`config.mk`:
```
export PLATFORM = sky130hd
export DESIGN_NAME = tacio_top
export DESIGN_NICKNAME = d
export VERILOG_FILES = /design/src/core/tacio_pkg.sv /design/src/core/tacio_filter.sv /design/src/core/tacio_top.sv
export SDC_FILE = /design/constraint.sdc
export NUM_CORES = 1
export LEC_CHECK = 0
export ABC_AREA = 1
export BUFFER_PORTS_ARGS = -buffer_cell sky130_fd_sc_hd__buf_2
export CAP_MARGIN = 25
export CORE_ASPECT_RATIO = 1.5
export CORE_MARGIN = 2
export CORE_UTILIZATION = 45
export DETAILED_ROUTE_END_ITERATION = 10
export SETUP_SLACK_MARGIN = 0.15
export SLEW_MARGIN = 20
export SYNTH_ARGS = -nofsm -noshare
export SYNTH_HDL_FRONTEND = slang
export SYNTH_SLANG_ARGS = --single-unit
```
`constraint.sdc`:
```
create_clock -name I_CLK_SYS -period 3.71 [get_ports I_CLK_SYS]
set_input_delay 0 -clock I_CLK_SYS [delete_from_list [all_inputs] [get_ports I_CLK_SYS]]
set_output_delay 0 -clock I_CLK_SYS [all_outputs]
set_load 0.1 [all_outputs]
```
`src/core/tacio_pkg.sv`:
```
// Package: constants, types and timing for the turnstile access-control I/O
package tacio_pkg;

   // System clock and millisecond tick
   localparam int unsigned CLK_HZ         = 125_000_000;
   localparam int unsigned TICK_MS_HZ     = 1_000;
   localparam int unsigned CYC_PER_MS     = CLK_HZ / TICK_MS_HZ;
   // Least command hold in pulse control, in ms
   localparam int unsigned CMD_MIN_MS     = 100;
   // Debounce length in ms ticks; must stay below the command hold
   localparam int unsigned DEB_MS         = 20;
   // Passage guard in ms; the passage decoder never reads it, so a half-done rotation is never abandoned
   localparam int unsigned ROT_TIMEOUT_MS = 3_000;
   // Reset values
   localparam logic        RST_LOW        = 1'b0;

   // Operating modes
   typedef enum logic [2:0] {
      TACIO_LOCKED      = 3'b000,
      TACIO_SINGLE_ONE  = 3'b001,
      TACIO_SINGLE_BOTH = 3'b010,
      TACIO_FREE_ONE    = 3'b011,
      TACIO_FREE_SINGLE = 3'b100,
      TACIO_FREE_ALL    = 3'b101
   } tacio_mode_t;

   // Passage decoder states
   typedef enum logic [1:0] {
      TACIO_ROT_IDLE  = 2'b00,
      TACIO_ROT_RIGHT = 2'b01,
      TACIO_ROT_LEFT  = 2'b10
   } tacio_rot_t;

   // Cleaned command and sensor inputs, active high
   typedef struct packed {
      logic right;
      logic stop;
      logic left;
      logic sens_a;
      logic sens_b;
   } tacio_in_t;

   // Per-direction permission
   typedef struct packed {
      logic right;
      logic left;
   } tacio_dir_t;

endpackage

```
`src/core/tacio_filter.sv`:
```
// Module: three-flop synchroniser and ms-tick debouncer for one input
`timescale 1ns/100ps
module tacio_filter #(
   parameter int unsigned DEB_TICKS = 20
) (
   input  wire logic I_CLK_SYS,
   input  wire logic I_RESET,
   input  wire logic i_tick,
   input  wire logic i_pin,
   output logic      o_level
);
   localparam int CW = $clog2(DEB_TICKS + 1);
   logic [2:0]    sync_reg;
   logic [CW-1:0] cnt_reg;
   logic          level_reg;
   // Stage 1 is read only by stage 2; stages 2 and 3 must agree
   wire           agree  = (sync_reg[1] == sync_reg[2]);
   wire           differ = agree && (sync_reg[2] != level_reg);
   wire           done   = (cnt_reg == CW'(DEB_TICKS - 1));

   // Synchroniser chain, reset to the released (high) pin level
   always_ff @(posedge I_CLK_SYS) begin
      if (I_RESET) sync_reg <= 3'h7;
      else         sync_reg <= {sync_reg[1:0], i_pin};
   end

   // New level must hold for DEB_TICKS ms ticks before it counts
   always_ff @(posedge I_CLK_SYS) begin
      if (I_RESET || !differ) begin
         cnt_reg <= '0;
      end else if (i_tick) begin
         cnt_reg <= done ? '0 : cnt_reg + CW'(1);
      end
   end

   always_ff @(posedge I_CLK_SYS) begin
      if (I_RESET)                    level_reg <= 1'b1;
      else if (differ && i_tick && done) level_reg <= sync_reg[2];
   end

   assign o_level = level_reg;
endmodule // tacio_filter

```
`src/core/tacio_top.sv`:
```
// Module: turnstile access-control discrete I/O core
`timescale 1ns/100ps
module tacio_top #(
   parameter int unsigned DEB_MS     = tacio_pkg::DEB_MS,
   parameter int unsigned CYC_PER_MS = tacio_pkg::CYC_PER_MS
) (
   input  wire logic              I_CLK_SYS,
   input  wire logic              I_RESET,
   input  wire logic              i_right_cmd_n,
   input  wire logic              i_stop_cmd_n,
   input  wire logic              i_left_cmd_n,
   input  wire logic              i_control_style_jumper_n,
   input  wire logic              i_rot_sensor_a_n,
   input  wire logic              i_rot_sensor_b_n,
   input  wire logic              i_mains_ok,
   input  wire logic              i_battery_low,
   input  wire logic              i_intrusion,
   input  wire tacio_pkg::tacio_mode_t i_panel_mode,
   input  wire logic              i_panel_dir_left,
   input  wire logic              i_panel_load,
   output logic                   O_PASS_RIGHT_OPEN,
   output logic                   O_PASS_LEFT_OPEN,
   output logic                   O_MAINS_FAIL_XSTR_ON,
   output logic                   O_BAT_FAIL_XSTR_ON,
   output logic                   O_INTRUSION_RELAY,
   output logic                   O_DENY_LEFT_INDICATOR,
   output logic                   O_ALLOW_LEFT_INDICATOR,
   output logic                   O_DENY_RIGHT_INDICATOR,
   output logic                   O_ALLOW_RIGHT_INDICATOR,
   output tacio_pkg::tacio_mode_t O_MODE,
   output logic                   O_PULSE_CONTROL
);
   localparam int TW = $clog2(CYC_PER_MS);

   // Millisecond tick divider
   logic [TW-1:0] div_reg;
   logic          tick_reg;
   wire           div_end = (div_reg == TW'(CYC_PER_MS - 1));
   always_ff @(posedge I_CLK_SYS) begin
      if (I_RESET) div_reg <= '0;
      else         div_reg <= div_end ? '0 : div_reg + TW'(1);
   end
   always_ff @(posedge I_CLK_SYS) begin
      if (I_RESET) tick_reg <= 1'b0;
      else         tick_reg <= div_end;
   end

   // Clean every pin input before use
   logic [5:0] pin_raw;
   logic [5:0] pin_clean;
   assign pin_raw = {i_right_cmd_n, i_stop_cmd_n, i_left_cmd_n,
                     i_rot_sensor_a_n, i_rot_sensor_b_n,
                     ~i_control_style_jumper_n};
   genvar g;
   generate
      for (g = 0; g < 6; g++) begin : g_filt
         tacio_filter #(.DEB_TICKS(DEB_MS)) u_filt (
            .I_CLK_SYS (I_CLK_SYS),
            .I_RESET   (I_RESET),
            .i_tick    (tick_reg),
            .i_pin     (pin_raw[g]),
            .o_level   (pin_clean[g])
         );
      end
   endgenerate

   tacio_pkg::tacio_in_t in_c;
   assign in_c = ~pin_clean[5:1];
   // Jumper enters inverted: the filter's reset level reads as fitted,
   // so pulse control holds until a missing jumper is debounced
   wire jumper_fitted = pin_clean[0];

   // Control style: pulse until the filtered jumper says otherwise,
   // matching the delivered default
   logic pulse_reg;
   logic strap_seen_reg;
   always_ff @(posedge I_CLK_SYS) begin
      if (I_RESET) begin
         pulse_reg      <= 1'b1;
         strap_seen_reg <= 1'b0;
      end else begin
         strap_seen_reg <= 1'b1;
         if (strap_seen_reg) pulse_reg <= jumper_fitted;
      end
   end

   // Edge detect commands on cleaned levels
   logic [2:0] cmd_d_reg;
   always_ff @(posedge I_CLK_SYS) begin
      if (I_RESET) cmd_d_reg <= 3'h0;
      else         cmd_d_reg <= {in_c.right, in_c.stop, in_c.left};
   end
   // Debounce shorter than 100 ms lets a legal pulse register
   wire rise_r = in_c.right & ~cmd_d_reg[2];
   wire rise_s = in_c.stop  & ~cmd_d_reg[1];
   wire rise_l = in_c.left  & ~cmd_d_reg[0];

   // Mode and direction state
   tacio_pkg::tacio_mode_t mode_reg, mode_next;
   tacio_pkg::tacio_dir_t  allow_reg, allow_next;
   logic pass_done_r, pass_done_l;

   // Pulse: stop locks, right/left unblock one passage; a second
   // pulse in the other direction widens to both
   // Potential: permission follows held levels
   always_comb begin
      mode_next  = mode_reg;
      allow_next = allow_reg;
      if (pulse_reg) begin
         if (rise_s) begin
            mode_next  = tacio_pkg::TACIO_LOCKED;
            allow_next = '0;
         end else if (rise_r || rise_l || pass_done_r || pass_done_l) begin
            // Only events re-derive the mode, so loaded free modes hold; a passage not kept drops TACIO_FREE_SINGLE to TACIO_FREE_ONE
            if (rise_r) allow_next.right = 1'b1;
            if (rise_l) allow_next.left  = 1'b1;
            if (pass_done_r && !rise_r) allow_next.right = 1'b0;
            if (pass_done_l && !rise_l) allow_next.left  = 1'b0;
            mode_next = (allow_next.right && allow_next.left) ?
                        tacio_pkg::TACIO_SINGLE_BOTH :
                        (allow_next.right || allow_next.left) ?
                        tacio_pkg::TACIO_SINGLE_ONE :
                        tacio_pkg::TACIO_LOCKED;
            if ((mode_reg == tacio_pkg::TACIO_FREE_SINGLE) && !rise_r &&
                !rise_l) mode_next = tacio_pkg::TACIO_FREE_ONE;
         end
         // Panel may load any of the six modes
         if (i_panel_load) begin
            mode_next = i_panel_mode;
            unique case (i_panel_mode)
               tacio_pkg::TACIO_LOCKED:      allow_next = '0;
               tacio_pkg::TACIO_SINGLE_ONE,
               tacio_pkg::TACIO_FREE_ONE:
                  allow_next = {~i_panel_dir_left, i_panel_dir_left};
               tacio_pkg::TACIO_SINGLE_BOTH,
               tacio_pkg::TACIO_FREE_SINGLE,
               tacio_pkg::TACIO_FREE_ALL:    allow_next = 2'h3;
               default: begin
                  mode_next  = mode_reg;
                  allow_next = allow_reg;
               end
            endcase
         end
      end else begin
         allow_next = {in_c.right, in_c.left};
         mode_next  = (in_c.right && in_c.left) ?
                      tacio_pkg::TACIO_FREE_ALL :
                      (in_c.right || in_c.left) ?
                      tacio_pkg::TACIO_FREE_ONE :
                      tacio_pkg::TACIO_LOCKED;
      end
   end

   // Free modes keep the permission after a passage; TACIO_FREE_SINGLE only in the direction set by i_panel_dir_left
   wire keep_r = (mode_reg == tacio_pkg::TACIO_FREE_ALL) ||
                 (mode_reg == tacio_pkg::TACIO_FREE_ONE) ||
                 ((mode_reg == tacio_pkg::TACIO_FREE_SINGLE) &&
                  !i_panel_dir_left);
   wire keep_l = (mode_reg == tacio_pkg::TACIO_FREE_ALL) ||
                 (mode_reg == tacio_pkg::TACIO_FREE_ONE) ||
                 ((mode_reg == tacio_pkg::TACIO_FREE_SINGLE) &&
                  i_panel_dir_left);

   always_ff @(posedge I_CLK_SYS) begin
      if (I_RESET) begin
         mode_reg  <= tacio_pkg::TACIO_LOCKED;
         allow_reg <= '0;
      end else begin
         mode_reg  <= mode_next;
         allow_reg <= allow_next;
      end
   end

   // Passage decoder: first sensor to operate fixes direction
   tacio_pkg::tacio_rot_t rot_reg, rot_next;
   wire any_sens = in_c.sens_a | in_c.sens_b;
   always_comb begin
      rot_next = rot_reg;
      unique case (rot_reg)
         tacio_pkg::TACIO_ROT_IDLE: begin
            if (in_c.sens_a && !in_c.sens_b)
               rot_next = tacio_pkg::TACIO_ROT_RIGHT;
            else if (in_c.sens_b && !in_c.sens_a)
               rot_next = tacio_pkg::TACIO_ROT_LEFT;
         end
         tacio_pkg::TACIO_ROT_RIGHT,
         tacio_pkg::TACIO_ROT_LEFT: begin
            if (!any_sens) rot_next = tacio_pkg::TACIO_ROT_IDLE;
         end
         default: rot_next = tacio_pkg::TACIO_ROT_IDLE;
      endcase
   end
   always_ff @(posedge I_CLK_SYS) begin
      if (I_RESET) rot_reg <= tacio_pkg::TACIO_ROT_IDLE;
      else         rot_reg <= rot_next;
   end
   // Passage ends when the sensors release; single passes then expire
   wire rot_end = (rot_reg != tacio_pkg::TACIO_ROT_IDLE) && !any_sens;
   assign pass_done_r = rot_end && (rot_reg == tacio_pkg::TACIO_ROT_RIGHT)
                        && !keep_r;
   assign pass_done_l = rot_end && (rot_reg == tacio_pkg::TACIO_ROT_LEFT)
                        && !keep_l;

   // Registered outputs
   always_ff @(posedge I_CLK_SYS) begin
      if (I_RESET) begin
         O_PASS_RIGHT_OPEN       <= 1'b0;
         O_PASS_LEFT_OPEN        <= 1'b0;
         O_MAINS_FAIL_XSTR_ON    <= 1'b0;
         O_BAT_FAIL_XSTR_ON      <= 1'b0;
         O_INTRUSION_RELAY       <= 1'b0;
         O_DENY_LEFT_INDICATOR   <= 1'b1;
         O_ALLOW_LEFT_INDICATOR  <= 1'b0;
         O_DENY_RIGHT_INDICATOR  <= 1'b1;
         O_ALLOW_RIGHT_INDICATOR <= 1'b0;
         O_MODE                  <= tacio_pkg::TACIO_LOCKED;
         O_PULSE_CONTROL         <= 1'b1;
      end else begin
         // Contacts open for as long as the wing turns
         O_PASS_RIGHT_OPEN <= (rot_next == tacio_pkg::TACIO_ROT_RIGHT);
         O_PASS_LEFT_OPEN  <= (rot_next == tacio_pkg::TACIO_ROT_LEFT);
         // Status levels are same-domain supervisor outputs
         O_MAINS_FAIL_XSTR_ON    <= i_mains_ok;
         O_BAT_FAIL_XSTR_ON      <= ~i_battery_low;
         O_INTRUSION_RELAY       <= i_intrusion;
         O_DENY_LEFT_INDICATOR   <= ~allow_next.left;
         O_ALLOW_LEFT_INDICATOR  <= allow_next.left;
         O_DENY_RIGHT_INDICATOR  <= ~allow_next.right;
         O_ALLOW_RIGHT_INDICATOR <= allow_next.right;
         O_MODE                  <= mode_next;
         O_PULSE_CONTROL         <= pulse_reg;
      end
   end

   // Assertions
   AST_STOP_LOCKS: assert property (@(posedge I_CLK_SYS)
      disable iff (I_RESET) (pulse_reg && rise_s && !i_panel_load) |=>
      (O_MODE == tacio_pkg::TACIO_LOCKED) && O_DENY_LEFT_INDICATOR &&
      O_DENY_RIGHT_INDICATOR)
      else $error("stop did not lock");
   AST_PULSE_RIGHT: assert property (@(posedge I_CLK_SYS)
      disable iff (I_RESET) (pulse_reg && rise_r && !rise_s &&
      !i_panel_load) |=>
      O_ALLOW_RIGHT_INDICATOR)
      else $error("right pulse not taken");
   AST_POT_FOLLOW: assert property (@(posedge I_CLK_SYS)
      disable iff (I_RESET) !pulse_reg |=>
      (O_ALLOW_LEFT_INDICATOR == $past(in_c.left)))
      else $error("potential left not followed");
   AST_POT_NO_STOP: assert property (@(posedge I_CLK_SYS)
      disable iff (I_RESET) (!pulse_reg && in_c.right) |=>
      O_ALLOW_RIGHT_INDICATOR)
      else $error("stop acted in potential");
   AST_STYLE: assert property (@(posedge I_CLK_SYS)
      disable iff (I_RESET) strap_seen_reg |=>
      (pulse_reg == $past(jumper_fitted)))
      else $error("style not from jumper");
   AST_DIR: assert property (@(posedge I_CLK_SYS)
      disable iff (I_RESET) (rot_reg == tacio_pkg::TACIO_ROT_IDLE &&
      in_c.sens_a && !in_c.sens_b) |=> O_PASS_RIGHT_OPEN && !O_PASS_LEFT_OPEN)
      else $error("direction wrong");
   AST_CONTACT_CLOSE: assert property (@(posedge I_CLK_SYS)
      disable iff (I_RESET) rot_end |=> !O_PASS_RIGHT_OPEN &&
      !O_PASS_LEFT_OPEN)
      else $error("contact stuck open");
   AST_MAINS: assert property (@(posedge I_CLK_SYS)
      disable iff (I_RESET) !i_mains_ok |=> !O_MAINS_FAIL_XSTR_ON)
      else $error("mains transistor on");
   AST_BAT: assert property (@(posedge I_CLK_SYS)
      disable iff (I_RESET) i_battery_low |=> !O_BAT_FAIL_XSTR_ON)
      else $error("battery transistor on");
   AST_IND_EXCL: assert property (@(posedge I_CLK_SYS)
      disable iff (I_RESET)
      O_DENY_RIGHT_INDICATOR != O_ALLOW_RIGHT_INDICATOR)
      else $error("right indicator clash");
endmodule // tacio_top

```
==> results by group <==
Run status
  • Outcome: completed

Clocking
  • Setup repair bufs after CTS: 0
  • CTS tree: done
  • Worst-Skew Late Latency: roughly 0.34 ns
  • Hold_buf cts: 9
  • Sink Count: just over 90
  • Worst-path clk slew: 0.06 ns
  • Cts bufs inserted: 9
  • Root Buffer: clkbuf_16
  • PostCTS Resize Cnt: 0
  • H-Tree Depth: 3
  • Clock buffer depth: 2

Power
  • Clock share of power: between 40 and 50%
  • Leakage power: 2.083 nW
  • Pwr per Cell Area: 424.1 nW/um^2
  • Internal Pwr Total: 1.517 mW
  • Worst vdd ir: 0.2476 mV
  • Switching share of power: 24.28%
  • Logic gate share of total power: 7.7%
  • Final total power: between 2 and 2.5 mW
  • Sequential share of power: 51.0%
  • Switching power: 0.4864 mW

STA
  • Worst slew margin: between 60% and 70%
  • Measured slew at the worst slew-check pin: 0.5987 ns
  • Min Tclk post-route: around 2.0 ns
  • Fin Setup TNS: 0 ns
  • Achievable Freq: 494.4 MHz
  • Final period util: 54.52%
  • Final Max Tran Viols: 0
  • Worst hold slack: 0.07432 ns
  • Final setup fails: 0
  • Final hold viol count: 0
  • Unrepaired setup endpoints after global routing: false
  • Worst Skew: 0.007228 ns

Floorplanning
  • I/O pins: 29
  • Effective utilization at floorplan: 46.58%
  • Die Ht: 121.4 um
  • Die area: 9991 um^2
  • # rows: 42
  • Floorplan core area: 8881 um^2
  • Die width: just over 80 um

Placed design
  • Gpl congestion: 0.8042
  • Placement-stage cell area: 4363 um^2
  • Post-DP HPWL: 6003 um
  • I/O Buffers: 28

Global route
  • GRT Total Usage: between 10% and 20%
  • Initial antenna violation count: 0
  • Vias in the first global route: 3208
  • Largest net degree at the start of global routing: 34
  • Gr ovfl total: 0
  • First-pass GRT wire length: 13920 um

Drt
  • Routed wire length: roughly 8000 um
  • DRC Markers: 0
  • Detailed Routing Iterations Pass 1: 4
  • 1st-iter DRT viols: 151
  • WL/cell: 11.71 um
  • Remaining antenna violation count after routing: 0
  • Vias: 3414
  • Via density: 4.905

Yosys
  • Syn_area_per_cell: about 7.6 um^2
  • Yosys reg bits: 92
  • Area leader, netlist: dfxtp_1
  • Largest cells by area after synthesis: dfxtp_1 (45%), nand2_1 (9.2%), inv_1 (6.1%)
  • Post-Synthesis Net Count: 572
  • Synth cell types: 34
  • Mapped cell area: 4136 um^2
  • Seq/Total Area, Yosys: 44.53%
  • Synthesis Warnings: 0
  • Synth top area share: 44.53%
  • Mapped Cells: 542

Layout
  • Share of cells above drive strength 1: between 10% and 20%
  • Leading cell type in the layout, fill and taps excluded: nand2_1
  • Max FFs per register: 30
  • Commonest cells after routing, fill and taps aside: nand2_1 (101), dfxtp_1 (92), inv_1 (67), nor2_1 (63), nand3_1 (45)
  • Final Util: 53.18%
  • Final instance area: 4723 um^2
  • Synth-to-layout area growth: 14.19%
  • Nets@finish: 611
  • N_diodes: 0

Worst setup path
  • Worst setup SP type: flip-flop
  • CP Max Fanout: 4
  • Crit path required time: 3.95 ns
  • Crit end category: flip-flop
  • CP arrival: 2.26 ns
  • Critical path class: reg2reg

Hold path
  • Class of the worst hold path: in2reg

Flow run
  • Max_cap viols: 0
## cells by family after synthesis
| group | synth area share, % |
|---|---|
| DFF | 44.53 |
| buffers and inverters | 7.774 |
| and+or+nand+nor | 32.00 |
| xor gates and xnor gates | 3.811 |
| AOI/OAI and AO/OA | 7.653 |
| adders and majority gates | 4.235 |
## final timing paths
kind | start | end | slack (ns) | cells past startpoint
worst min register to register | g_filt[3].u_filt.sync_reg[0] | g_filt[3].u_filt.sync_reg[1] | 0.41 | 1
worst max register to register | rot_reg[0] | O_MODE[0] | 1.69 | 15
worst min-delay path | i_panel_load | O_ALLOW_LEFT_INDICATOR | 0.07 | 4
worst max-delay path | rot_reg[0] | O_MODE[0] | 1.69 | 15
## stage by stage
step | worst slack (ns) | instances
3_5_place_dp | 1.727 | 671
2_1_floorplan | 1.372 | 542
5_1_grt | 1.347 | 696
3_3_place_gp | 1.807 | 671
6_report | 1.687 | 696
4_1_cts | 1.692 | 696
## synthesized netlist by cell type
| cell | number |
|---|---|
| nand3_2 | 3 |
| nor2_4 | 3 |
| nand4_1 | 12 |
| dfxtp_1 | 92 |
| buf_4 | 3 |
| a21oi_1 | 30 |
| buf_6 | 1 |
| o211ai_1 | 3 |
| o21ai_0 | 16 |
| a21oi_2 | 2 |
| nor2_2 | 1 |
| ha_1 | 14 |
| inv_1 | 67 |
| nand4_2 | 1 |
| clkbuf_1 | 4 |
| or2_0 | 2 |
| nand3b_1 | 1 |
| o21ai_1 | 4 |
| nand2_2 | 1 |
| or2_2 | 19 |
| nand2_1 | 101 |
| xnor2_1 | 2 |
| nor3b_1 | 1 |
| nor3_1 | 12 |
| buf_2 | 2 |
| nor4_1 | 3 |
| inv_2 | 2 |
| xor2_1 | 16 |
| or2_1 | 7 |
| nand3_1 | 45 |
| clkinv_1 | 1 |
| nor2_1 | 63 |
| o21ai_2 | 3 |
| nor3_2 | 5 |
## worst max-delay path, cell delays in order, from the launching register on
cell     delay [ns]
dfxtp_1        0.38
inv_1          0.10
ha_1           0.24
inv_1          0.07
nand4_1        0.08
nor2_1         0.14
nand2_1        0.10
nand2_1        0.07
nand2_1        0.06
ha_1           0.29
inv_1          0.05
nand2_1        0.05
a21oi_1        0.12
nand3_1        0.08
nand2_1        0.06
nor2_1         0.04
## routing by layer
layer	vias to the layer above	part of all wire, %	track usage, %
li1	1817	-	-
met1	1554	43	20.43
met2	34	53	31.55
met3	9	2.6	4.315
met4	0	1.2	6.042
met5	-	0	0
## power by group through the flow
stage	Clock [mW]	Sequential, mW	Combinational [mW]
after floorplan	0	1.10	0.0580
after global placement	0	1.04	0.148
after detailed placement	0	1.04	0.148
after CTS	0.858	1.02	0.156
after global routing	0.895	1.02	0.170
final	0.827	1.02	0.155
## cell type report
type,instances,area (um^2)
clock buffers,11,242.7
repair buffers,38,237.7
inverters,70,262.8
well taps,110,137.6
multi-input cells,370,1973
fillers,885,4158
flip-flops and latches,92,1842
clock inverters,5,27.53
(Power assumes the default switching activity.)
